[config.mk]
export PLATFORM = sky130hd
export DESIGN_NAME = phy_select_soft_reset_ctrl
export DESIGN_NICKNAME = d
export VERILOG_FILES = /design/src/rtl/phy_reset_pkg.sv /design/src/rtl/phy_select_soft_reset_ctrl.sv
export SDC_FILE = /design/constraint.sdc
export NUM_CORES = 1
export LEC_CHECK = 0
export BUFFER_PORTS_ARGS = -buffer_cell sky130_fd_sc_hd__clkbuf_2
export CORE_ASPECT_RATIO = 1.1
export CORE_UTILIZATION = 50
export CTS_BUF_LIST = sky130_fd_sc_hd__clkbuf_16
export DETAILED_ROUTE_END_ITERATION = 7
export MAX_ROUTING_LAYER = met4
export PLACE_DENSITY_LB_ADDON = 0.2
export RECOVER_POWER = 100
export SETUP_SLACK_MARGIN = 0.4
export SLEW_MARGIN = 0
export SYNTH_ARGS = -nofsm -noshare
export SYNTH_HDL_FRONTEND = slang
export SYNTH_SLANG_ARGS = --single-unit
[constraint.sdc]
create_clock -name clk -period 4.8 [get_ports clk]
set_clock_uncertainty 0.05 [all_clocks]
set_input_delay 0.72 -clock clk [delete_from_list [all_inputs] [get_ports clk]]
set_output_delay 0.72 -clock clk [all_outputs]
set_load 0.05 [all_outputs]
[src/rtl/phy_reset_pkg.sv]
package phy_reset_pkg;

  // bus geometry and register byte offsets
  localparam int          ADDR_W          = 4;
  localparam int          DATA_W          = 32;
  localparam logic [3:0]  OFS_HW_CONFIG   = 4'h0;
  localparam logic [3:0]  OFS_IRQ_STATUS  = 4'h4;
  localparam logic [3:0]  OFS_IRQ_MASK    = 4'h8;

  // hardware_config field positions
  localparam int          BIT_TRIGGER     = 0;
  localparam int          BIT_TIMEOUT     = 1;
  localparam int          BIT_SELECT      = 2;
  localparam int          BIT_PRESENCE    = 3;

  // interrupt status / mask bit positions
  localparam int          IRQ_DONE        = 0;
  localparam int          IRQ_TIMEOUT     = 1;

  // values after reset
  localparam logic        SELECT_RST      = 1'b0;
  localparam logic        TIMEOUT_RST     = 1'b0;
  localparam logic [1:0]  IRQ_STATUS_RST  = 2'h0;
  localparam logic [1:0]  IRQ_MASK_RST    = 2'h0;

  // timing
  localparam int          CLK_PERIOD_NS   = 10;
  localparam int          CLK_WAIT_NS     = 10000;
  localparam int          CLK_WAIT_CYCLES = CLK_WAIT_NS / CLK_PERIOD_NS;
  localparam int          APPLY_CYCLES    = 16;
  localparam logic [1:0]  STRAP_DELAY     = 2'h3;

  // reset sequencer states
  typedef enum logic [1:0] {
    st_idle,
    st_wait_clk,
    st_apply
  } seq_state_type;

  // hardware_config word as seen by software
  typedef struct packed {
    logic [27:0] reserved;
    logic        presence;
    logic        select;
    logic        timeout;
    logic        trigger;
  } hw_config_type;

  // soft reset fan-out to the rest of the controller
  typedef struct packed {
    logic mac_csr_reset;
    logic system_command_status_registers_reset;
    logic error_clear;
  } reset_out_type;

endpackage

[src/rtl/phy_select_soft_reset_ctrl.sv]
// Implementation choices: the register addresses and the Avalon-MM interface to the registers.
module phy_select_soft_reset_ctrl
  import phy_reset_pkg::*;
(
  input  wire logic              clk,
  input  wire logic              nrst,
  input  wire logic [ADDR_W-1:0] address,
  input  wire logic              read,
  input  wire logic              write,
  input  wire logic [DATA_W-1:0] writedata,
  input  wire logic [3:0]        byteenable,
  output logic      [DATA_W-1:0] readdata,
  output logic                   waitrequest,
  input  wire logic              mdio_in,
  input  wire logic              rx_clk_running,
  input  wire logic              tx_clk_running,
  input  wire logic              power_return,
  output logic                   ext_mii_enable,
  output logic                   int_phy_enable,
  output reset_out_type          reset_out,
  output logic                   irq
);

  // two-stage synchronisers: mdio, rx clock alive, tx clock alive
  logic [2:0]        sync1_reg;
  logic [2:0]        sync2_reg;
  logic              mdio_sync;
  logic              clocks_ok;

  logic              ack_reg, ack_next;
  logic [DATA_W-1:0] rdata_reg, rdata_next;
  logic              lock_reg, lock_next;
  logic              presence_reg, presence_next;
  logic [1:0]        strap_cnt_reg, strap_cnt_next;
  logic              select_reg, select_next;
  logic              timeout_reg, timeout_next;
  logic [1:0]        status_reg, status_next;
  logic [1:0]        mask_reg, mask_next;
  seq_state_type     state_reg, state_next;
  logic [9:0]        wait_cnt_reg, wait_cnt_next;
  logic [3:0]        apply_cnt_reg, apply_cnt_next;
  reset_out_type     rst_out_reg, rst_out_next;
  logic [10:0]       busy_cnt_reg, busy_cnt_next;

  logic              bus_take;
  logic              wr_ok;
  logic              trig_wr;
  logic              ev_done;
  logic              ev_timeout;
  hw_config_type     cfg_view;

  // first stage is read only by the second
  always_ff @(posedge clk) begin
    if (!nrst) begin
      sync1_reg <= 3'h0;
      sync2_reg <= 3'h0;
    end else begin
      sync1_reg <= {tx_clk_running, rx_clk_running, mdio_in};
      sync2_reg <= sync1_reg;
    end
  end

  assign mdio_sync = sync2_reg[0];
  assign clocks_ok = sync2_reg[1] & sync2_reg[2];

  // a request is taken in its first cycle and answered one cycle later
  assign bus_take    = (read | write) & ~ack_reg;
  assign waitrequest = (read | write) & ~ack_reg;
  assign readdata    = rdata_reg;
  // locked writes are acknowledged but dropped
  assign wr_ok       = bus_take & write & ~lock_reg & byteenable[0];
  assign trig_wr     = wr_ok & (address == OFS_HW_CONFIG) & writedata[BIT_TRIGGER];

  always_comb begin
    cfg_view          = '0;
    cfg_view.presence = presence_reg;
    cfg_view.select   = select_reg;
    cfg_view.timeout  = timeout_reg;
    cfg_view.trigger  = (state_reg != st_idle);
  end

  // bus slave, write lock and strap capture
  always_comb begin
    ack_next       = bus_take;
    rdata_next     = rdata_reg;
    lock_next      = lock_reg;
    presence_next  = presence_reg;
    strap_cnt_next = strap_cnt_reg;
    if (bus_take && read) begin
      case (address)
        OFS_HW_CONFIG:  rdata_next = cfg_view;
        OFS_IRQ_STATUS: rdata_next = {30'h0, status_reg};
        OFS_IRQ_MASK:   rdata_next = {30'h0, mask_reg};
        default:        rdata_next = 32'h0;
      endcase
      lock_next = 1'b0;
    end
    // wake and soft reset completion re-arm the lock; set wins over the read
    if (power_return || ev_done) begin
      lock_next = 1'b1;
    end
    // wait for the synchroniser to fill, then sample once
    if (strap_cnt_reg != STRAP_DELAY) begin
      strap_cnt_next = strap_cnt_reg + 2'h1;
      if (strap_cnt_reg == STRAP_DELAY - 2'h1) begin
        presence_next = mdio_sync;
      end
    end
  end

  always_ff @(posedge clk) begin
    if (!nrst) begin
      ack_reg       <= 1'b0;
      rdata_reg     <= 32'h0;
      lock_reg      <= 1'b1;
      presence_reg  <= 1'b0;
      strap_cnt_reg <= 2'h0;
    end else begin
      ack_reg       <= ack_next;
      rdata_reg     <= rdata_next;
      lock_reg      <= lock_next;
      presence_reg  <= presence_next;
      strap_cnt_reg <= strap_cnt_next;
    end
  end

  // soft reset sequencer: wait for phy clocks, then drive the reset fan-out
  always_comb begin
    state_next     = state_reg;
    wait_cnt_next  = wait_cnt_reg;
    apply_cnt_next = apply_cnt_reg;
    timeout_next   = timeout_reg;
    rst_out_next   = '0;
    ev_done        = 1'b0;
    ev_timeout     = 1'b0;
    case (state_reg)
      st_idle: begin
        if (trig_wr) begin
          state_next    = st_wait_clk;
          wait_cnt_next = 10'h0;
          timeout_next  = 1'b0;
        end
      end
      st_wait_clk: begin
        if (clocks_ok) begin
          state_next               = st_apply;
          apply_cnt_next           = 4'h0;
          rst_out_next.error_clear = 1'b1;
        end else if (wait_cnt_reg == 10'(CLK_WAIT_CYCLES - 1)) begin
          state_next   = st_idle;
          timeout_next = 1'b1;
          ev_timeout   = 1'b1;
        end else begin
          wait_cnt_next = wait_cnt_reg + 10'h1;
        end
      end
      st_apply: begin
        // unaffected-by-soft-reset bits are the receiving registers' concern
        rst_out_next.mac_csr_reset = 1'b1;
        rst_out_next.system_command_status_registers_reset    = 1'b1;
        if (apply_cnt_reg == 4'(APPLY_CYCLES - 1)) begin
          state_next = st_idle;
          ev_done    = 1'b1;
        end else begin
          apply_cnt_next = apply_cnt_reg + 4'h1;
        end
      end
      default: state_next = st_idle;
    endcase
  end

  always_ff @(posedge clk) begin
    if (!nrst) begin
      state_reg     <= st_idle;
      wait_cnt_reg  <= 10'h0;
      apply_cnt_reg <= 4'h0;
      timeout_reg   <= TIMEOUT_RST;
      rst_out_reg   <= '0;
    end else begin
      state_reg     <= state_next;
      wait_cnt_reg  <= wait_cnt_next;
      apply_cnt_reg <= apply_cnt_next;
      timeout_reg   <= timeout_next;
      rst_out_reg   <= rst_out_next;
    end
  end

  assign reset_out = rst_out_reg;

  // port select, mask and sticky status; hardware set beats software clear
  always_comb begin
    select_next = select_reg;
    mask_next   = mask_reg;
    status_next = status_reg;
    if (wr_ok && address == OFS_HW_CONFIG) begin
      select_next = writedata[BIT_SELECT];
    end
    if (wr_ok && address == OFS_IRQ_MASK) begin
      mask_next = writedata[1:0];
    end
    if (wr_ok && address == OFS_IRQ_STATUS) begin
      status_next = status_reg & ~writedata[1:0];
    end
    status_next[IRQ_DONE]    = status_next[IRQ_DONE] | ev_done;
    status_next[IRQ_TIMEOUT] = status_next[IRQ_TIMEOUT] | ev_timeout;
  end

  always_ff @(posedge clk) begin
    if (!nrst) begin
      select_reg <= SELECT_RST;
      mask_reg   <= IRQ_MASK_RST;
      status_reg <= IRQ_STATUS_RST;
    end else begin
      select_reg <= select_next;
      mask_reg   <= mask_next;
      status_reg <= status_next;
    end
  end

  // select steers only the data-path enables, never smi or clock muxes
  assign ext_mii_enable = select_reg;
  assign int_phy_enable = ~select_reg;
  assign irq            = |(status_reg & mask_reg);

  // checks
  a_strap_held: assert property (@(posedge clk) disable iff (!nrst)
    (strap_cnt_reg == STRAP_DELAY) |=> $stable(presence_reg))
    else $error("presence strap changed after capture");

  a_strap_value: assert property (@(posedge clk) disable iff (!nrst)
    (strap_cnt_reg == STRAP_DELAY - 2'h1) |=> (presence_reg == $past(mdio_sync)))
    else $error("presence strap does not match mdio");

  a_strap_isolated: assert property (@(posedge clk) disable iff (!nrst)
    $changed(presence_reg) |-> (state_reg == st_idle) && $stable(select_reg))
    else $error("presence strap disturbed other logic");

  a_select_write: assert property (@(posedge clk) disable iff (!nrst)
    (wr_ok && address == OFS_HW_CONFIG) |=> ext_mii_enable == $past(writedata[BIT_SELECT])
      && int_phy_enable != ext_mii_enable)
    else $error("select write not applied to port enables");

  a_timeout_flag: assert property (@(posedge clk) disable iff (!nrst)
    (state_reg == st_wait_clk && !clocks_ok && wait_cnt_reg == 10'(CLK_WAIT_CYCLES - 1))
      |=> timeout_reg && state_reg == st_idle && !reset_out.mac_csr_reset)
    else $error("timeout not flagged");

  a_reset_fanout: assert property (@(posedge clk) disable iff (!nrst)
    (state_reg == st_wait_clk && clocks_ok) |=> reset_out.error_clear ##1
      (reset_out.mac_csr_reset && reset_out.system_command_status_registers_reset && !reset_out.error_clear) [*8])
    else $error("soft reset fan-out wrong");

  // busy time counter for the self-clear check; too long for a delay range
  // longest legal stay is the whole clock wait followed by the apply window
  always_comb begin
    busy_cnt_next = 11'h0;
    if (state_reg != st_idle) begin
      busy_cnt_next = busy_cnt_reg + 11'h1;
    end
  end

  always_ff @(posedge clk) begin
    if (!nrst) begin
      busy_cnt_reg <= 11'h0;
    end else begin
      busy_cnt_reg <= busy_cnt_next;
    end
  end

  a_trigger_selfclear: assert property (@(posedge clk) disable iff (!nrst)
    busy_cnt_reg <= 11'(CLK_WAIT_CYCLES + APPLY_CYCLES))
    else $error("trigger did not clear itself");

  a_clear_pulse: assert property (@(posedge clk) disable iff (!nrst)
    reset_out.error_clear |=> !reset_out.error_clear)
    else $error("error clear longer than one cycle");

  a_done_relock: assert property (@(posedge clk) disable iff (!nrst)
    ev_done |=> lock_reg)
    else $error("write lock not re-armed after soft reset");

  a_locked_write: assert property (@(posedge clk) disable iff (!nrst)
    (bus_take && write && lock_reg) |=> $stable(select_reg) && $stable(mask_reg))
    else $error("write accepted while locked");

  a_busy_reads_one: assert property (@(posedge clk) disable iff (!nrst)
    (bus_take && read && address == OFS_HW_CONFIG && state_reg != st_idle)
      |=> readdata[BIT_TRIGGER] && !waitrequest)
    else $error("trigger not read as busy");

  c_reset_done:    cover property (@(posedge clk) disable iff (!nrst) ev_done);
  c_reset_timeout: cover property (@(posedge clk) disable iff (!nrst) ev_timeout);
  c_locked_write:  cover property (@(posedge clk) disable iff (!nrst) bus_take && write && lock_reg);
  c_irq_raised:    cover property (@(posedge clk) disable iff (!nrst) $rose(irq));

endmodule

After elaboration in Yosys (flattened, before gate mapping)
Index checks and enable logic that the tools add are counted.
{"block": "word_totals", "romBits": 0, "mem_bits_rw": 0, "n_memories": 0, "register_bits": 68, "out_inout_bits": 39, "elab_cells": 96, "latchBits": 0}
{"block": "op_classes", "addsub": 3, "n_mul": 0, "magnitude_cmp": 0, "n_eq_ne": 16, "bitwise_logic": 17, "n_mux": 25, "shifts": 0, "n_reduce_logical": 18, "div_mod_pow": 0}
{"operator": "2-to-1 mux 10 bit", "n": 3}
{"operator": "one-hot mux 10 bit (2 select lines)", "n": 1}
{"operator": "!= test 2 bit, second input constant", "n": 8}
{"operator": "2-to-1 mux 2 bit", "n": 6}
{"operator": "one-hot mux 4 bit (3 select lines)", "n": 1}
{"operator": "adder 10 x 1 -> 10 bit, second input constant", "n": 1}
{"operator": "== test 10 bit, second input constant", "n": 1}
{"operator": "2-to-1 mux 1 bit", "n": 9}
{"operator": "== test 4 bit, second input constant", "n": 2}
{"operator": "2-to-1 mux 4 bit", "n": 2}
{"operator": "one-hot mux 4 bit (2 select lines)", "n": 1}
{"operator": "AND reduction 4 bit", "n": 2}
{"operator": "bitwise AND 1 bit", "n": 7}
{"operator": "one-hot mux 2 bit (3 select lines)", "n": 1}
{"operator": "AND reduction 3 bit", "n": 2}
{"operator": "nonzero test 2 bit", "n": 3}
{"operator": "adder 4 x 1 -> 4 bit, second input constant", "n": 1}
{"operator": "bitwise AND 2 bit", "n": 2}
{"operator": "== test 2 bit, second input constant", "n": 2}
{"operator": "== test 4 x 3 -> 1 bit, second input constant", "n": 1}
{"operator": "logical AND 1 bit", "n": 4}
{"operator": "zero test 4 bit", "n": 1}
{"operator": "inverter 1 bit", "n": 4}
{"operator": "AND reduction 2 bit", "n": 2}
{"operator": "other kinds (9)", "n": 12}

Depth between registers and ports, before layout
Gate-level depths: netlist of run 1.
{"block": "depth", "word_depth": 9, "ltp_mapped": 6}

Least setup slack after synthesis of run 1
No wires, ideal clock.
{"block": "synth_path", "path_type": "input-to-output", "from": "input write", "to": "output waitrequest", "t_arrival_ps": 1402, "required_ps": 4030, "path_slack_ps": 2628, "path_buffers": 0, "cell_stages": 2, "path_cell_list": "nor2_1 > nor2_1"}
{"block": "synth_via", "elab_chain_len": 2}
{"item": "from (decl)", "line_no": "phy_select_soft_reset_ctrl.sv:9", "text": "input wire logic write,"}
{"item": "bitwise OR 1 bit", "line_no": "phy_select_soft_reset_ctrl.sv:68", "text": "assign waitrequest = (read | write) & ~ack_reg;"}
{"item": "bitwise AND 1 bit", "line_no": "phy_select_soft_reset_ctrl.sv:68"}
{"item": "to (decl)", "line_no": "phy_select_soft_reset_ctrl.sv:13", "text": "output logic waitrequest,"}
Every way passes these cells.

==> reports/results.tsv, run 1 <==
metric	value	unit
status	finished clean	
drive_gt1_share	10.6	%
wl_per_cell	11.1	um
cts_tree	built	
r2r_end	wait_cnt_reg[1]$_SDFFE_PN0P_	
netlist_area	1960	sq um
finalNetCount	305	
rsz0062_at_grt	false	
synth.avg_cell_area	8.68	sq um
worstSkewPairLatency	0.28	ns
routabilityCongestion	0.856	
area_delta_synth_final	9.64	%
grt_max_degree	19	
multi_input_area	990	sq um
tightest_slew	1.02	ns
cts_made_buffers	5	
ant_nets	0	
crit_path_start_kind	input port	
ys_ff_latch	39	
grt_pass1_wl	5580	um
critical_path.max_fanout	18	
hold_end	sync2_reg[2]$_SDFF_PN0_	
synth_edf_count	0	
cp_slowest_cell	clkinv_1	
slew_violations	0	
die_x	61.7	um
rrSetupSlack	2.75	ns
finalWirelength	3380	um
worstRegToRegCells	3	
tns	0	ns
hold_path_depth	1	
cts_setup_buffers	0	
finalSetupViolations	0	
maxCapViolations	0	
max_stage_delay	0.61	ns
fin_crit_sh	58.0	%
final_common_cell	dfxtp_1	
vias	1535	
syn_inst	226	
relSlewSlack	31.4	%
critPathTopFamily	buffers and inverters	
core-area	3680	sq um
path_depth	5	
dr.pass1.iters	4	
cts-root-buf	clkbuf_16	
most-common-layout-cells	dfxtp_1, conb_1, nor2_1	
finish.instance_area	2150	sq um
placed_area	2010	sq um
routed_via_density	5.05	
dp_hpwl	2470	um
largest_reg_flops	10	
drt_iter0_markers	70	
htreeDepth	2	
numPortBuffers	26	
regArea	781	sq um
hold_start	sync1_reg[2]$_SDFF_PN0_	
fin_crit	2.78	ns
reg2reg_from	state_reg[0]$_SDFFE_PN0P_	
hold_path_class	reg -> reg	
antenna_cells	0	
hold_viol_final	0	
dieHeight	67.7	um
grt_pass1_vias	1324	
num_rows	23	
yosysWarnings	0	
fin_cells	304	
critPathCaptureType	register	
ios	87	
antenna_found_initial	0	
crit_required	4.94	ns
critPathKind	in -> reg	
drt_drc_violations_left	0	
cts_resized	0	
critPathBufInv	2	
yosysUniqueCellTypes	44	
cts_buffer_depth	2	
leakagePower	0.836	nW
cp_cell_sequence	clkbuf_1 -> clkinv_1 -> a41oi_1 -> o21ai_0 -> o211ai_1	
fmax	359	MHz
grt_usage	18.9	%
start_util	53.2	%
dieArea	4180	sq um
fill_cells	368	
clock-sinks	39	
holdBufCountCts	0	
overflow	0	
ir_drop	0.000335	V
clkTransAtPathRegs	0.06	ns
critPathArrivalTime	2.93	ns
dp.cells	296	
synth_top_flop_cell	dfxtp_1	
ys_seq_area_share	39.8	%
async_reset_ff_share	0	%
total_power	0.803	mW
power.density	374	nW/um^2
-- how the worst max path moves through the flow --
stage          startpoint  slack [ns]                      endpoint
2_1_floorplan       write        2.63                   waitrequest
3_3_place_gp         nrst        2.29  wait_cnt_reg[4]$_SDFFE_PN0P_
3_5_place_dp         nrst        2.32  wait_cnt_reg[4]$_SDFFE_PN0P_
4_1_cts              nrst        2.61  wait_cnt_reg[4]$_SDFFE_PN0P_
5_1_grt              nrst        1.70  wait_cnt_reg[4]$_SDFFE_PN0P_
6_report             nrst        2.02  wait_cnt_reg[4]$_SDFFE_PN0P_
-- synthesized netlist by cell type, types with 2 or more instances --
cell / count / area (sq um)
nand4_1: 4 / 25.0
a21oi_1: 18 / 90.1
nor3b_1: 2 / 15.0
dfxtp_1: 39 / 781
o211ai_1: 2 / 15.0
o21a_1: 7 / 52.6
and4b_1: 2 / 20.0
o21ai_0: 7 / 35.0
buf_4: 31 / 233
nor3_1: 6 / 30.0
nand3b_1: 4 / 30.0
nor2_1: 19 / 71.3
a31oi_1: 8 / 50.1
inv_1: 7 / 26.3
nand2_1: 17 / 63.8
ha_1: 4 / 50.1
and2_1: 6 / 37.5
mux2i_1: 4 / 40.0
nor4_2: 2 / 25.0
or2_2: 2 / 12.5
nand3_1: 10 / 50.1
nand2b_1: 3 / 18.8
-- worst register-to-register path: cells and delay by family (launching register included) --
| family | cells | cell delay [ns] |
|---|---|---|
| AO/OA/AOI/OAI | 2 | 1.07 |
| flip-flops | 1 | 0.50 |
| AND/OR/NAND/NOR | 1 | 0.27 |
-- cells by family after synthesis --
group,count (synthesis),share of synthesized area (%)
simple gates,85,24.3
fa+ha+maj,4,2.55
mux,4,2.04
buf+inv,41,14.2
flops,39,39.8
other cells,1,0.191
compound gates,51,16.5
xor+xnor,1,0.447
-- per-layer routing --
layer	track usage [%]	share of wire [%]	up-vias
met5	-	0	-
met4	7.50	1.4	0
met3	6.32	5.3	4
met2	30.8	46	41
met1	21.0	48	696
li1	-	-	794
-- layout make-up --
type / count / share of cell area, %
Multi-Input combinational cell: 173 / 46.0
Sequential cell: 39 / 36.3
Clock buffer: 5 / 5.82
Timing Repair Buffer: 26 / 5.30
Tap cell: 50 / 2.91
Clock inverter: 3 / 2.21
Inverter: 8 / 1.40
-- through the flow --
stage,hold slack [ns],worst slack [ns],util (%)
floorplan,0.362,2.63,-
global placement,0.365,2.29,54.5
detailed placement,0.376,2.32,54.5
CTS,0.390,2.61,59.2
global route,0.393,1.70,58.4
finish,0.383,2.02,58.4
-- report_power, final --
part / leakage, nW / internal (mW) / total [mW] / switching [mW]
Combinational: 0.436 / 0.0154 / 0.0862 / 0.0708
Sequential: 0.316 / 0.331 / 0.336 / 0.00490
Clock: 0.0844 / 0.248 / 0.381 / 0.133
Note: power is estimated with default switching activity, not from simulation.
==> inputs of run 2 (changes only) <==
--- a/config.mk
+++ b/config.mk
@@ -7,7 +7,7 @@
 export LEC_CHECK = 0
 export BUFFER_PORTS_ARGS = -buffer_cell sky130_fd_sc_hd__clkbuf_2
 export CORE_ASPECT_RATIO = 1.1
-export CORE_UTILIZATION = 50
+export CORE_UTILIZATION = 47
 export CTS_BUF_LIST = sky130_fd_sc_hd__clkbuf_16
 export DETAILED_ROUTE_END_ITERATION = 7
 export MAX_ROUTING_LAYER = met4
==> constraint.sdc (replaced) <==
create_clock -name clk -period 2.6 [get_ports clk]
set_clock_uncertainty 0.05 [all_clocks]
set_input_delay 0.39 -clock clk [delete_from_list [all_inputs] [get_ports clk]]
set_output_delay 0.39 -clock clk [all_outputs]
set_load 0.05 [all_outputs]
==> reports/results.tsv, run 2 (synthesis results as in run 1) <==
metric	value	unit	change
worstSkewPairLatency	0.28	ns	about the same
hold_path_depth	2		+1
fin_crit_sh	74.9	%	
critPathKind	in -> reg		
crit_required	2.75	ns	-2.19 ns
cts_buffer_depth	2		unchanged
antenna_found_initial	0		unchanged
tns	0	ns	unchanged
power_frac_clock	47.1	%	-0.3 points
relSlewSlack	56.4	%	+25 points
antenna_cells	0		unchanged
area_delta_synth_final	10.0	%	
grt_pass1_wl	6490	um	+16%
routabilityCongestion	0.844		-1.4%
core-area	3990	sq um	+8.4%
maxCapViolations	0		unchanged
finalSetupViolations	0		unchanged
fin_crit	1.95	ns	
rrSetupSlack	0.74	ns	-2.01 ns
start_util	49.1	%	-4.1 points
switchingPower	0.387	mW	+85%
dieHeight	69.7	um	+3.1%
holdWs	0.239	ns	-0.144 ns
worstRegToRegCells	5		+2
drt_drc_violations_left	0		unchanged
wl_per_cell	11.7	um	+5.1%
vias	1551		+1.0%
switching_share	26.1	%	+0.094 points
htreeDepth	2		unchanged
ios	87		unchanged
crit_path_start_kind	input port		
cts-root-buf	clkbuf_16		
hold_path_class	in -> reg		
critPathCaptureType	register		
most-common-layout-cells	dfxtp_1, conb_1, nor2_1		
ir_drop	0.000281	V	-16%
p_int	1.09	mW	+84%
tightest_slew	0.654	ns	-0.364 ns
dp_hpwl	2550	um	+3.2%
critPathArrivalTime	2.10	ns	-0.83 ns
routed_via_density	5.02		-0.59%
holdBufCountCts	0		unchanged
seqPwrFrac	41.9	%	about the same
cts_tree	built		
numPortBuffers	26		unchanged
cts_setup_buffers	0		unchanged
leakagePower	0.844	nW	+0.86%
ant_nets	0		unchanged
num_rows	24		+4.3%
power.density	687	nW/um^2	+84%
grt_max_degree	16		-3
status	finished clean		
critical_path.max_fanout	15		-3
finalNetCount	308		+0.98%
finalWirelength	3610	um	+6.8%
final.setup.worst_slack	0.652	ns	-1.36 ns
clkTransAtPathRegs	0.06	ns	about the same
rsz0062_at_grt	false		
grt_usage	19.3	%	+0.43 points
dp_slack	0.840	ns	-1.48 ns
cts_resized	0		unchanged
combPwrFrac	11.0	%	+0.3 points
final_common_cell	dfxtp_1		
fmax	513	MHz	
clock-sinks	39		unchanged
slew_violations	0		unchanged
overflow	0		unchanged
grt_pass1_vias	1496		+13%
cts_made_buffers	5		unchanged
dieArea	4430	sq um	+6.2%
drt_iter0_markers	69		-1.4%
drive_gt1_share	10.9	%	+0.27 points
hold_viol_final	0		unchanged
largest_reg_flops	10		unchanged
die_x	63.6	um	+3.0%
dr.pass1.iters	4		unchanged
[run 2: changes by cell type in the layout (fill, tap and decap cells not counted), sizes merged]
| cell | delta |
|---|---|
| buf | +1 |
| clkinv | +1 |
| clkbuf | +2 |
| inv | -1 |
[run 2: worst paths after layout]
check | start | to
worst max-delay path | nrst | wait_cnt_reg[4]$_SDFFE_PN0P_
worst min-delay path | power_return | lock_reg$_SDFFE_PP1P_
worst max register to register | wait_cnt_reg[1]$_SDFFE_PN0P_ | wait_cnt_reg[4]$_SDFFE_PN0P_
worst min register to register | sync1_reg[0]$_SDFF_PN0_ | sync2_reg[0]$_SDFF_PN0_
[run 2: per-stage QoR]
step	util, %	area (sq um)	instances	power [mW]
detailed placement	50.9	2030	301	0.799
finish	54.0	2160	309	1.48
floorplan	-	2060	253	0.802
global route	54.0	2160	309	1.53
CTS	55.1	2200	309	1.50
global placement	50.9	2030	301	0.797
[run 2: power by group through the flow]
stage | clock [mW] | sequential (mW) | combinational (mW)
global route | 0.734 | 0.623 | 0.175
global placement | 0 | 0.633 | 0.164
CTS | 0.711 | 0.621 | 0.166
finish | 0.697 | 0.621 | 0.163
detailed placement | 0 | 0.634 | 0.165
floorplan | 0 | 0.633 | 0.169
[run 2: area by class of cell]
cell class	count	area (sq um)
clock buffers	5	125
clock inverters	3	43.8
well taps	52	65.1
repair buffers	29	130
flip-flops and latches	39	781
inverters	8	30.0
fillers	392	1840
multi-input cells	173	982
[run 2: critical path, stage by stage]
cell and delay [ns]:
clkbuf_1 0.10, clkbuf_1 0.50, clkinv_1 0.32, a41oi_1 0.27
o21ai_1 0.27, o211ai_1 0.25
[run 2: metal layers]
layer | GRT usage, % | share of wire, %
met2 | 30.5 | 45
met4 | 12.4 | 2.8
met3 | 4.28 | 4.7
met5 | - | 0
met1 | 21.8 | 48
